--- src/logic/mshe_defines.svh ---
`ifndef MSHE_DEFINES_SVH
`define MSHE_DEFINES_SVH

// Register byte offsets on the APB
`define MSHE_ADDR_STATUS     12'h000
`define MSHE_ADDR_INT_STATUS 12'h004
`define MSHE_ADDR_INT_MASK   12'h008
`define MSHE_ADDR_HALT       12'h00c

// Field positions in the status word
`define MSHE_IDLE_BIT        31
`define MSHE_TX_CODE_LSB     20
`define MSHE_TX_CH_LSB       16
`define MSHE_RX_CODE_LSB     12
`define MSHE_RX_CH_LSB       8

// Interrupt status and mask bit positions
`define MSHE_INT_TX_BIT      0
`define MSHE_INT_RX_BIT      1

// Host error codes
`define MSHE_ERR_NONE        4'h0
`define MSHE_ERR_SOP         4'h1
`define MSHE_ERR_OWN         4'h2
`define MSHE_ERR_NEXT_PTR    4'h3
`define MSHE_ERR_BUF_PTR     4'h4
`define MSHE_ERR_BUF_LEN     4'h5
`define MSHE_ERR_PKT_LEN     4'h6

// Reset values
`define MSHE_RST_CODE        4'h0
`define MSHE_RST_CH          3'h0
`define MSHE_RST_INT         2'h0
`define MSHE_RST_WORD        32'h0000_0000

`endif

--- src/logic/mshe_pkg.sv ---
package mshe_pkg;

  // Transmit descriptor check, one cycle per inspected buffer
  typedef struct packed {
    logic       valid;
    logic       first_buffer;
    logic       sop_flag;
    logic       own_flag;
    logic       next_ptr_zero;
    logic       eop_flag;
    logic       buf_ptr_zero;
    logic       buf_len_zero;
    logic       len_sum_short;
    logic       pkt_len_zero;
    logic [2:0] channel;
  } mshe_tx_desc_s;

  // Receive descriptor check, one cycle per inspected buffer
  typedef struct packed {
    logic       valid;
    logic       first_buffer;
    logic       own_flag;
    logic       buf_ptr_zero;
    logic [2:0] channel;
  } mshe_rx_desc_s;

  // Captured error of one direction
  typedef struct packed {
    logic       captured;
    logic [3:0] code;
    logic [2:0] channel;
  } mshe_err_s;

  // APB request and response
  typedef struct packed {
    logic        psel;
    logic        penable;
    logic        pwrite;
    logic [11:0] paddr;
    logic [31:0] pwdata;
  } mshe_apb_req_s;

  typedef struct packed {
    logic        pready;
    logic        pslverr;
    logic [31:0] prdata;
  } mshe_apb_rsp_s;

endpackage : mshe_pkg

--- src/logic/mshe_status.sv ---
// The implementer's own choices: the APB slave port and the placing of the registers.
`timescale 1ns/1ps
`include "mshe_defines.svh"

module mshe_status (
  input  wire logic                   ref_clk_i,
  input  wire logic                   rst_i,
  input  wire logic                   ce_i,
  input  wire logic                   mac_busy_i,
  input  wire mshe_pkg::mshe_tx_desc_s tx_desc_i,
  input  wire mshe_pkg::mshe_rx_desc_s rx_desc_i,
  input  wire mshe_pkg::mshe_apb_req_s apb_req_i,
  output mshe_pkg::mshe_apb_rsp_s      apb_rsp_o,
  output logic                        irq_o,
  output logic                        dma_halt_o
);
  import mshe_pkg::*;

  // Whole state of the register bank
  typedef struct packed {
    logic          idle;
    logic [1:0]    int_status;
    logic [1:0]    int_mask;
    logic          irq;
    logic          halt;
    logic          tx_stale;
    logic          rx_stale;
    mshe_apb_rsp_s rsp;
  } mshe_state_s;

  mshe_state_s st;
  mshe_state_s next_st;

  logic        tx_detect;
  logic        rx_detect;
  logic        tx_clr_ch;
  logic        rx_clr_ch;
  mshe_err_s   tx_err;
  mshe_err_s   rx_err;
  logic        setup;
  logic        done;
  logic        rd_done;
  logic        wr_done;
  logic        mapped;
  logic        rd_status;
  logic [31:0] status_word;
  logic [31:0] rd_word;
  logic [1:0]  int_set;
  logic [1:0]  int_clr;

  // Transmit descriptor error capture
  mshe_tx_capture u_tx (
    .ref_clk_i (ref_clk_i),
    .rst_i     (rst_i),
    .ce_i      (ce_i),
    .desc_i    (tx_desc_i),
    .clr_ch_i  (tx_clr_ch),
    .detect_o  (tx_detect),
    .err_o     (tx_err)
  );

  // Receive descriptor error capture
  mshe_rx_capture u_rx (
    .ref_clk_i (ref_clk_i),
    .rst_i     (rst_i),
    .ce_i      (ce_i),
    .desc_i    (rx_desc_i),
    .clr_ch_i  (rx_clr_ch),
    .detect_o  (rx_detect),
    .err_o     (rx_err)
  );

  // APB phase decode
  always_comb begin
    setup   = apb_req_i.psel && !apb_req_i.penable;
    done    = apb_req_i.psel && apb_req_i.penable && st.rsp.pready;
    rd_done = done && !apb_req_i.pwrite;
    wr_done = done && apb_req_i.pwrite;
    rd_status = apb_req_i.paddr == `MSHE_ADDR_STATUS;
    mapped  = rd_status ||
              (apb_req_i.paddr == `MSHE_ADDR_INT_STATUS) ||
              (apb_req_i.paddr == `MSHE_ADDR_INT_MASK) ||
              (apb_req_i.paddr == `MSHE_ADDR_HALT);
  end

  // Status word assembly; reserved bits stay zero
  always_comb begin
    status_word = `MSHE_RST_WORD;
    status_word[`MSHE_IDLE_BIT] = st.idle;
    status_word[`MSHE_TX_CODE_LSB +: 4] = tx_err.code;
    status_word[`MSHE_TX_CH_LSB +: 3]   = tx_err.channel;
    status_word[`MSHE_RX_CODE_LSB +: 4] = rx_err.code;
    status_word[`MSHE_RX_CH_LSB +: 3]   = rx_err.channel;
  end

  // Read mux for the setup cycle
  always_comb begin
    rd_word = `MSHE_RST_WORD;
    case (apb_req_i.paddr)
      `MSHE_ADDR_STATUS: begin
        rd_word = status_word;
      end
      `MSHE_ADDR_INT_STATUS: begin
        rd_word[1:0] = st.int_status;
      end
      `MSHE_ADDR_INT_MASK: begin
        rd_word[1:0] = st.int_mask;
      end
      `MSHE_ADDR_HALT: begin
        rd_word[0] = st.halt;
      end
      default: begin
        rd_word = `MSHE_RST_WORD;
      end
    endcase
  end

  // Read of the status word clears channels, unless captured after snapshot
  always_comb begin
    tx_clr_ch = rd_done && rd_status && !st.tx_stale;
    rx_clr_ch = rd_done && rd_status && !st.rx_stale;
  end

  // Interrupt event and write-one-to-clear terms
  always_comb begin
    int_set = 2'h0;
    int_set[`MSHE_INT_TX_BIT] = tx_detect;
    int_set[`MSHE_INT_RX_BIT] = rx_detect;
    int_clr = 2'h0;
    if (wr_done && apb_req_i.paddr == `MSHE_ADDR_INT_STATUS) begin
      int_clr = apb_req_i.pwdata[1:0];
    end
  end

  // Next state
  always_comb begin
    next_st = st;
    // Idle follows the MAC activity one cycle late
    next_st.idle = !mac_busy_i;
    // Sticky status; an event beats a clear in the same cycle
    next_st.int_status = (st.int_status & ~int_clr) | int_set;
    if (wr_done && apb_req_i.paddr == `MSHE_ADDR_INT_MASK) begin
      next_st.int_mask = apb_req_i.pwdata[1:0];
    end
    next_st.irq = |(next_st.int_status & next_st.int_mask);
    // Halt latches on any host error; no write releases it
    if (tx_detect || rx_detect) begin
      next_st.halt = 1'b1;
    end
    // A capture between snapshot and completion keeps its channel
    if (setup) begin
      next_st.tx_stale = tx_detect;
      next_st.rx_stale = rx_detect;
    end else if (done) begin
      next_st.tx_stale = 1'b0;
      next_st.rx_stale = 1'b0;
    end
    // Answer in the first access cycle
    next_st.rsp.pready  = setup;
    next_st.rsp.pslverr = setup && !mapped;
    if (setup && !apb_req_i.pwrite) begin
      next_st.rsp.prdata = rd_word;
    end else if (done) begin
      next_st.rsp.prdata = `MSHE_RST_WORD;
    end
  end

  // State register
  always_ff @(posedge ref_clk_i) begin
    if (rst_i) begin
      st.idle       <= 1'b0;
      st.int_status <= `MSHE_RST_INT;
      st.int_mask   <= `MSHE_RST_INT;
      st.irq        <= 1'b0;
      st.halt       <= 1'b0;
      st.tx_stale   <= 1'b0;
      st.rx_stale   <= 1'b0;
      st.rsp        <= '{1'b0, 1'b0, `MSHE_RST_WORD};
    end else if (ce_i) begin
      st <= next_st;
    end
  end

  // Outputs straight from the state register
  assign apb_rsp_o  = st.rsp;
  assign irq_o      = st.irq;
  assign dma_halt_o = st.halt;

endmodule : mshe_status

--- src/logic/mshe_tx_capture.sv ---
`timescale 1ns/1ps
`include "mshe_defines.svh"

module mshe_tx_capture (
  input  wire logic                   ref_clk_i,
  input  wire logic                   rst_i,
  input  wire logic                   ce_i,
  input  wire mshe_pkg::mshe_tx_desc_s desc_i,
  input  wire logic                   clr_ch_i,
  output logic                        detect_o,
  output mshe_pkg::mshe_err_s         err_o
);
  import mshe_pkg::*;

  mshe_err_s  st;
  mshe_err_s  next_st;
  logic [3:0] code;

  // Classify the buffer in fixed priority order
  always_comb begin
    code = `MSHE_ERR_NONE;
    if (desc_i.first_buffer && !desc_i.sop_flag) begin
      code = `MSHE_ERR_SOP;
    end else if (desc_i.first_buffer && !desc_i.own_flag) begin
      code = `MSHE_ERR_OWN;
    end else if (desc_i.next_ptr_zero && !desc_i.eop_flag) begin
      code = `MSHE_ERR_NEXT_PTR;
    end else if (desc_i.buf_ptr_zero) begin
      code = `MSHE_ERR_BUF_PTR;
    end else if (desc_i.buf_len_zero) begin
      code = `MSHE_ERR_BUF_LEN;
    end else if (desc_i.len_sum_short) begin
      code = `MSHE_ERR_PKT_LEN;
    end
    // Zero packet length gives no code on its own
    detect_o = desc_i.valid && (code != `MSHE_ERR_NONE) && !st.captured;
    next_st = st;
    if (clr_ch_i) begin
      next_st.channel = `MSHE_RST_CH;
    end
    if (detect_o) begin
      next_st.captured = 1'b1;
      next_st.code     = code;
      next_st.channel  = desc_i.channel;
    end
  end

  // State register
  always_ff @(posedge ref_clk_i) begin
    if (rst_i) begin
      st <= '{1'b0, `MSHE_RST_CODE, `MSHE_RST_CH};
    end else if (ce_i) begin
      st <= next_st;
    end
  end

  assign err_o = st;

endmodule : mshe_tx_capture

--- src/logic/mshe_rx_capture.sv ---
`timescale 1ns/1ps
`include "mshe_defines.svh"

module mshe_rx_capture (
  input  wire logic                   ref_clk_i,
  input  wire logic                   rst_i,
  input  wire logic                   ce_i,
  input  wire mshe_pkg::mshe_rx_desc_s desc_i,
  input  wire logic                   clr_ch_i,
  output logic                        detect_o,
  output mshe_pkg::mshe_err_s         err_o
);
  import mshe_pkg::*;

  mshe_err_s  st;
  mshe_err_s  next_st;
  logic [3:0] code;

  // Classify the receive buffer, ownership first
  always_comb begin
    code = `MSHE_ERR_NONE;
    if (desc_i.first_buffer && !desc_i.own_flag) begin
      code = `MSHE_ERR_OWN;
    end else if (desc_i.buf_ptr_zero) begin
      code = `MSHE_ERR_BUF_PTR;
    end
    detect_o = desc_i.valid && (code != `MSHE_ERR_NONE) && !st.captured;
    next_st = st;
    if (clr_ch_i) begin
      next_st.channel = `MSHE_RST_CH;
    end
    if (detect_o) begin
      next_st.captured = 1'b1;
      next_st.code     = code;
      next_st.channel  = desc_i.channel;
    end
  end

  // State register
  always_ff @(posedge ref_clk_i) begin
    if (rst_i) begin
      st <= '{1'b0, `MSHE_RST_CODE, `MSHE_RST_CH};
    end else if (ce_i) begin
      st <= next_st;
    end
  end

  assign err_o = st;

endmodule : mshe_rx_capture

--- config.mk ---
export PLATFORM = sky130hd
export DESIGN_NAME = mshe_status
export DESIGN_NICKNAME = d
export VERILOG_FILES = /design/src/logic/mshe_pkg.sv /design/src/logic/mshe_status.sv /design/src/logic/mshe_tx_capture.sv /design/src/logic/mshe_rx_capture.sv
export VERILOG_INCLUDE_DIRS = /design/src /design/src/logic
export SDC_FILE = /design/constraint.sdc
export NUM_CORES = 1
export LEC_CHECK = 0
export BUFFER_PORTS_ARGS = -buffer_cell sky130_fd_sc_hd__buf_2
export CORE_ASPECT_RATIO = 0.75
export CORE_MARGIN = 1.5
export CORE_UTILIZATION = 40
export DETAILED_ROUTE_END_ITERATION = 10
export PLACE_DENSITY = 0.71
export RECOVER_POWER = 25
export SYNTH_ARGS = -nofsm -noshare
export SYNTH_HDL_FRONTEND = slang
export SYNTH_HIERARCHICAL = 1
export SYNTH_SLANG_ARGS = --single-unit
--- constraint.sdc ---
create_clock -name ref_clk_i -period 5.3 [get_ports ref_clk_i]
set_input_delay 1.325 -clock ref_clk_i [delete_from_list [all_inputs] [get_ports ref_clk_i]]
set_output_delay 1.325 -clock ref_clk_i [all_outputs]
set_load 0.01 [all_outputs]
==> impl_metrics.toml, run 1 <==
[clocking]
clock-sinks = 41
clk_latency_ns = 0.29
cts_root_buffer = "clkbuf_8"
ctsLongestPathBuffers = 2
cts_hold_buffers = 0
htreeDepth = 2
cts_buffers = 5
cts_tree = "yes"
postCtsSetupBuffers = 0
path_clk_slew_ns = 0.08
cts_resized = 0

[worst_setup_path]
required_ns = 5.47
cp-start-kind = "input pin"
cp-end-kind = "register"
path_max_fanout = 42
arrival_ns = 3.22
path_class = "in2reg"

[global_route]
grt_use_met1_pct = 21.2
grt_overflow = 0
use_met2_pct = 24.5
grt_pass1_vias = 1550
grt_usage_pct = 15.7
grt_pass1_wl_um = 7100
use_met3_pct = 3.35
grt_max_degree = 43
top_usage_layer = "met2"
antenna_found_initial = 0

[synth]
synthCells = 247
syn_area_per_cell_um2 = 8.81
synth_edf_count = 0
synth_cell_type_count = 50
synth_fa_ha_area_share_pct = 0
netlist_area_mm2 = 0.00218
synth_compound_area_share_pct = 18.9
ys_seq_elements = 41
synth_top_family_by_area = "simple AND/OR/NAND/NOR gates"
synth-simple-area-share_pct = 24.1
muxShareOfSynthArea_pct = 3.28
synth_xor_area_share_pct = 0
synth_warnings = 6
synthFlopType = "dfxtp_1"
synthArstFlopShare_pct = 0
seq_area_frac_synth_pct = 37.7

[min_path]
hold_path.class = "reg2reg"

[route]
vias = 1708
dr.pass1.iters = 4
wl_per_cell_um = 12.4
wl_um = 4470
drc = 0
ant_nets = 0
drt_iter0_drc = 58
vias_per_cell = 4.73

[power_and_ir_drop]
powerDensity_mw_per_mm2 = 283
power_leakage_nw = 1.04
ir_drop_mv = 0.117

[floorplanning]
start_util_pct = 41.1
die_area_mm2 = 0.00590
ios = 107
fp.dieH_um = 66.9
row_count = 23
core_area_mm2 = 0.00530
die-width_um = 88.2

[timing]
rsz0062_at_grt = "false"
period_needed_ns = 3.05
fmax_mhz = 328
slew_violations = 43
fin_tns_setup_ns = 0
relSlewSlack_pct = -18.7
setup_viol = 0
tightest_slew_ns = 1.78
skew_ns = 0.00237
fin_crit_sh_pct = 57.6
hold_violations = 0

[layout]
layout_common_cells = "52 x buf_2, 41 x dfxtp_1, 37 x nor2_1, 19 x a22oi_1, 18 x conb_1"
num_antenna_cells = 0
drive_gt1_share_pct = 26.2
final_common_cell = "buf_2"
nNetsFinal = 356
utilization_pct = 46.1
area_delta_synth_final_pct = 12.0

[outcome]
violations = "capacitance limit, slew limit"
status = "finished, violations left"

[flow_run]
cap_violations = 1

[placement]
place.gp.congestion = 0.856
portBuffers = 60
post-dp-hpwl_um = 3300
-- metal layers --
layer / wire length, um / vias to the layer above
met5: 0 / -
met3: 251 / 5
met4: 51 / 0
met2: 1920 / 48
li1: - / 879
met1: 2240 / 776
-- worst paths after layout --
check,startpoint,endpoint,slack [ns],cells after the start
setup / recovery,rst_i,irq_o,2.25,6
hold / removal,u_tx/err_o[7],u_tx/err_o[7],0.47,2
setup reg to reg,apb_rsp_o[33],u_tx/err_o[0],3.22,8
hold reg to reg,u_tx/err_o[7],u_tx/err_o[7],0.47,2
-- worst max-delay path, stage by stage --
cell      delay (ns)
clkbuf_1        1.25
nor2b_1         0.18
o21ai_0         0.15
a31oi_1         0.06
o21ai_0         0.12
o221ai_2        0.12
-- Yosys cell counts, types with 3 or more instances --
cell type / number / area [um^2]
a21oi_1: 13 / 65.1
a22oi_1: 19 / 143
and2_1: 3 / 18.8
buf_4: 37 / 278
clkbuf_1: 5 / 18.8
conb_1: 3 / 11.3
dfxtp_1: 41 / 821
inv_1: 6 / 22.5
mux2i_1: 6 / 60.1
nand2_1: 10 / 37.5
nand2b_1: 3 / 18.8
nand3_1: 6 / 30.0
nor2_1: 37 / 139
nor2b_1: 7 / 43.8
nor3_1: 5 / 25.0
o21ai_0: 6 / 30.0
or3_1: 3 / 18.8
-- power by group --
part           switching (mW)  total (mW)  leakage (nW)  internal (mW)
registers             0.00488       0.321         0.333          0.316
logic                  0.0450      0.0747         0.639         0.0298
clock network           0.108       0.295        0.0681          0.187
total                   0.158       0.691          1.04          0.533
-- through the flow --
step	std cells	power [mW]	instance area, um^2	worst slack, ns	hold slack (ns)
after floorplan	262	0.382	2230	2.54	0.430
after global placement	353	0.401	2310	2.09	0.452
after detailed placement	353	0.403	2310	2.03	0.459
after CTS	361	0.697	2450	2.34	0.473
after global routing	361	0.723	2440	2.02	0.501
final	361	0.691	2440	2.25	0.472
-- registers in the layout, indices dropped and copies added (netlist names) --
register	flops
irq_o	1
u_rx/err_o	6
apb_rsp_o	19
u_tx/err_o	7
dma_halt_o	1
st	7
-- cell families (layout without fill, tap and decap cells) --
| kind of cell | Yosys count | in the layout |
|---|---|---|
| and+or+nand+nor | 90 | 90 |
| muxes | 7 | 7 |
| DFF | 41 | 41 |
| other | 3 | 18 |
| AOI/OAI and AO/OA | 55 | 55 |
| buffers and inverters | 51 | 75 |
-- final cells by class --
cell class	instances	area [um^2]
tap	75	93.8
clock inverter	3	65.1
inverter	7	26.3
fill	558	2860
multi-input combinational	170	1070
timing repair buffer	60	290
sequential	41	821
clock buffer	5	68.8
No activity file was read; power rests on OpenSTA's default activity.
==> inputs of run 2 (changes only) <==
--- a/config.mk
+++ b/config.mk
@@ -11,7 +11,7 @@
 export CORE_MARGIN = 1.5
 export CORE_UTILIZATION = 40
 export DETAILED_ROUTE_END_ITERATION = 10
-export PLACE_DENSITY = 0.71
+export PLACE_DENSITY = 0.74
 export RECOVER_POWER = 25
 export SYNTH_ARGS = -nofsm -noshare
 export SYNTH_HDL_FRONTEND = slang
==> constraint.sdc (replaced) <==
create_clock -name ref_clk_i -period 2.5 [get_ports ref_clk_i]
set_input_delay 0.625 -clock ref_clk_i [delete_from_list [all_inputs] [get_ports ref_clk_i]]
set_output_delay 0.625 -clock ref_clk_i [all_outputs]
set_load 0.01 [all_outputs]
==> run 2 against run 1 <==
- clock power grew 88%
- critical path depth up 3
- register-to-register slack got worse by 2.6 ns
- the run now ends clean
- die area is the same
- combinational power up 120%
- core utilization is 0.33 points higher
- worst hold slack worse by 0.0058 ns
- cell area increased by 0.72%
- routed wire length decreased by 0.74%
- final cell count is 1.4% higher
- largest power group unchanged
- first-iteration DRC count up 36%
==> impl_metrics.toml, run 2 (synthesis gave the netlist of run 1 again) <==
[global_route]
grt_pass1_vias = 1498
grt_pass1_wl_um = 6950
grt_usage_pct = 15.3
grt_max_degree = 26
grt_overflow = 0
antenna_found_initial = 0

[worst_setup_path]
max_stage_delay_ns = 0.37
cp_slowest_cell = "nor4_4"
path_cells = "buf_2 > nor4_4 > nand4_1 > or3_1 > nor2_1 > nand2_1 > and2_1 > mux2i_1 > nor2_1"
cp-start-kind = "input pin"
critPathBufInv = 1
path_max_fanout = 3
critPathTopFamily = "simple AND/OR/NAND/NOR gates"
path_class = "in2reg"
required_ns = 2.68
crit_path_frequent_cell = "nor2_1"
arrival_ns = 2.26
cp-end-kind = "register"

[power_and_ir_drop]
powerDensity_mw_per_mm2 = 569
power_leakage_nw = 1.04
ir_drop_mv = 0.236

[timing]
rsz0062_at_grt = "false"
fin_crit_sh_pct = 83.3
relSlewSlack_pct = 59.4
setup_viol = 0
hold_violations = 0
fin_tns_setup_ns = 0
fmax_mhz = 480
slew_violations = 0
tightest_slew_ns = 0.609
period_needed_ns = 2.08
skew_ns = 0.00739

[floorplanning]
die_area_mm2 = 0.00590
die-width_um = 88.2
row_count = 23
ios = 107
start_util_pct = 41.1
core_area_mm2 = 0.00530
fp.dieH_um = 66.9

[clocking]
cts_resized = 0
ctsLongestPathBuffers = 2
clock-sinks = 41
htreeDepth = 2
cts_hold_buffers = 0
cts_tree = "yes"
cts_root_buffer = "clkbuf_8"
clk_latency_ns = 0.29
postCtsSetupBuffers = 0
path_clk_slew_ns = 0.08
cts_buffers = 5

[route]
dr.pass1.iters = 4
vias_per_cell = 4.73
drt_iter0_drc = 79
ant_nets = 0
wl_met3_um = 247
vias = 1733
m1WireLength_um = 2210
wl_per_cell_um = 12.1
wl_um = 4430
routed.top_layer = "met4"
met2_length_um = 1950
drc = 0

[placement]
place.gp.congestion = 0.859
dp.cells = 358
portBuffers = 60
post-dp-hpwl_um = 3400

[layout]
largest_reg_flops = 19
area_delta_synth_final_pct = 12.8
nNetsFinal = 361
drive_gt1_share_pct = 26.5
n_fill_cell = 560
seq_area_um2 = 821
final_common_cell = "buf_2"
layout_common_cells = "50 x buf_2, 41 x dfxtp_1, 37 x nor2_1, 19 x a22oi_1, 18 x conb_1"
final_cells = 366
multiInputGateArea_mm2 = 0.00107
num_antenna_cells = 0

[outcome]
status = "complete, no violations"

[min_path]
hold_path.class = "reg2reg"

[flow_run]
cap_violations = 0
[run 2: worst paths after layout]
check / from / to / slack [ns] / depth (start not counted)
worst max-delay path: apb_req_i[33] / u_tx/err_o[0] / 0.42 / 9
worst min-delay path: dma_halt_o / dma_halt_o / 0.47 / 2
worst max register to register: apb_rsp_o[33] / u_tx/err_o[0] / 0.66 / 8
worst min register to register: dma_halt_o / dma_halt_o / 0.47 / 2
[run 2: layer usage]
layer | global-route usage (%) | vias to the layer above
li1 | - | 891
met1 | 21.0 | 791
met2 | 23.4 | 47
met3 | 4.09 | 4
met4 | 4.10 | 0
met5 | 0 | -
[run 2: stage by stage]
step | util, % | instance area (um^2) | total power [mW] | worst slack (ns) | hold slack (ns)
floorplan | - | 2230 | 0.810 | 0.438 | 0.430
global placement | 44.4 | 2350 | 0.854 | 0.157 | 0.455
detailed placement | 44.4 | 2350 | 0.858 | 0.141 | 0.457
CTS | 46.7 | 2470 | 1.41 | 0.441 | 0.470
global route | 46.4 | 2460 | 1.46 | 0.304 | 0.490
finish | 46.4 | 2460 | 1.40 | 0.417 | 0.466
[run 2: cell type report]
cell class                 instances  share of cell area [%]
inverter                           7                    1.07
timing repair buffer              65                    13.1
clock buffer                       6                    3.36
clock inverter                     2                    1.53
tap                               75                    3.82
sequential                        41                    33.4
multi-input combinational        170                    43.7
[run 2: worst reg2reg max path: cells and delay by family (launching register included)]
family,cells,cell delay (ns)
and+or+nand+nor,7,1.17
DFF,1,0.42
muxes,1,0.14
[run 2: power breakdown]
group          switching, mW  leakage (nW)  internal (mW)  total, mW
registers            0.00980         0.333          0.671      0.680
logic                 0.0967         0.651         0.0651      0.162
clock network          0.231        0.0574          0.325      0.556
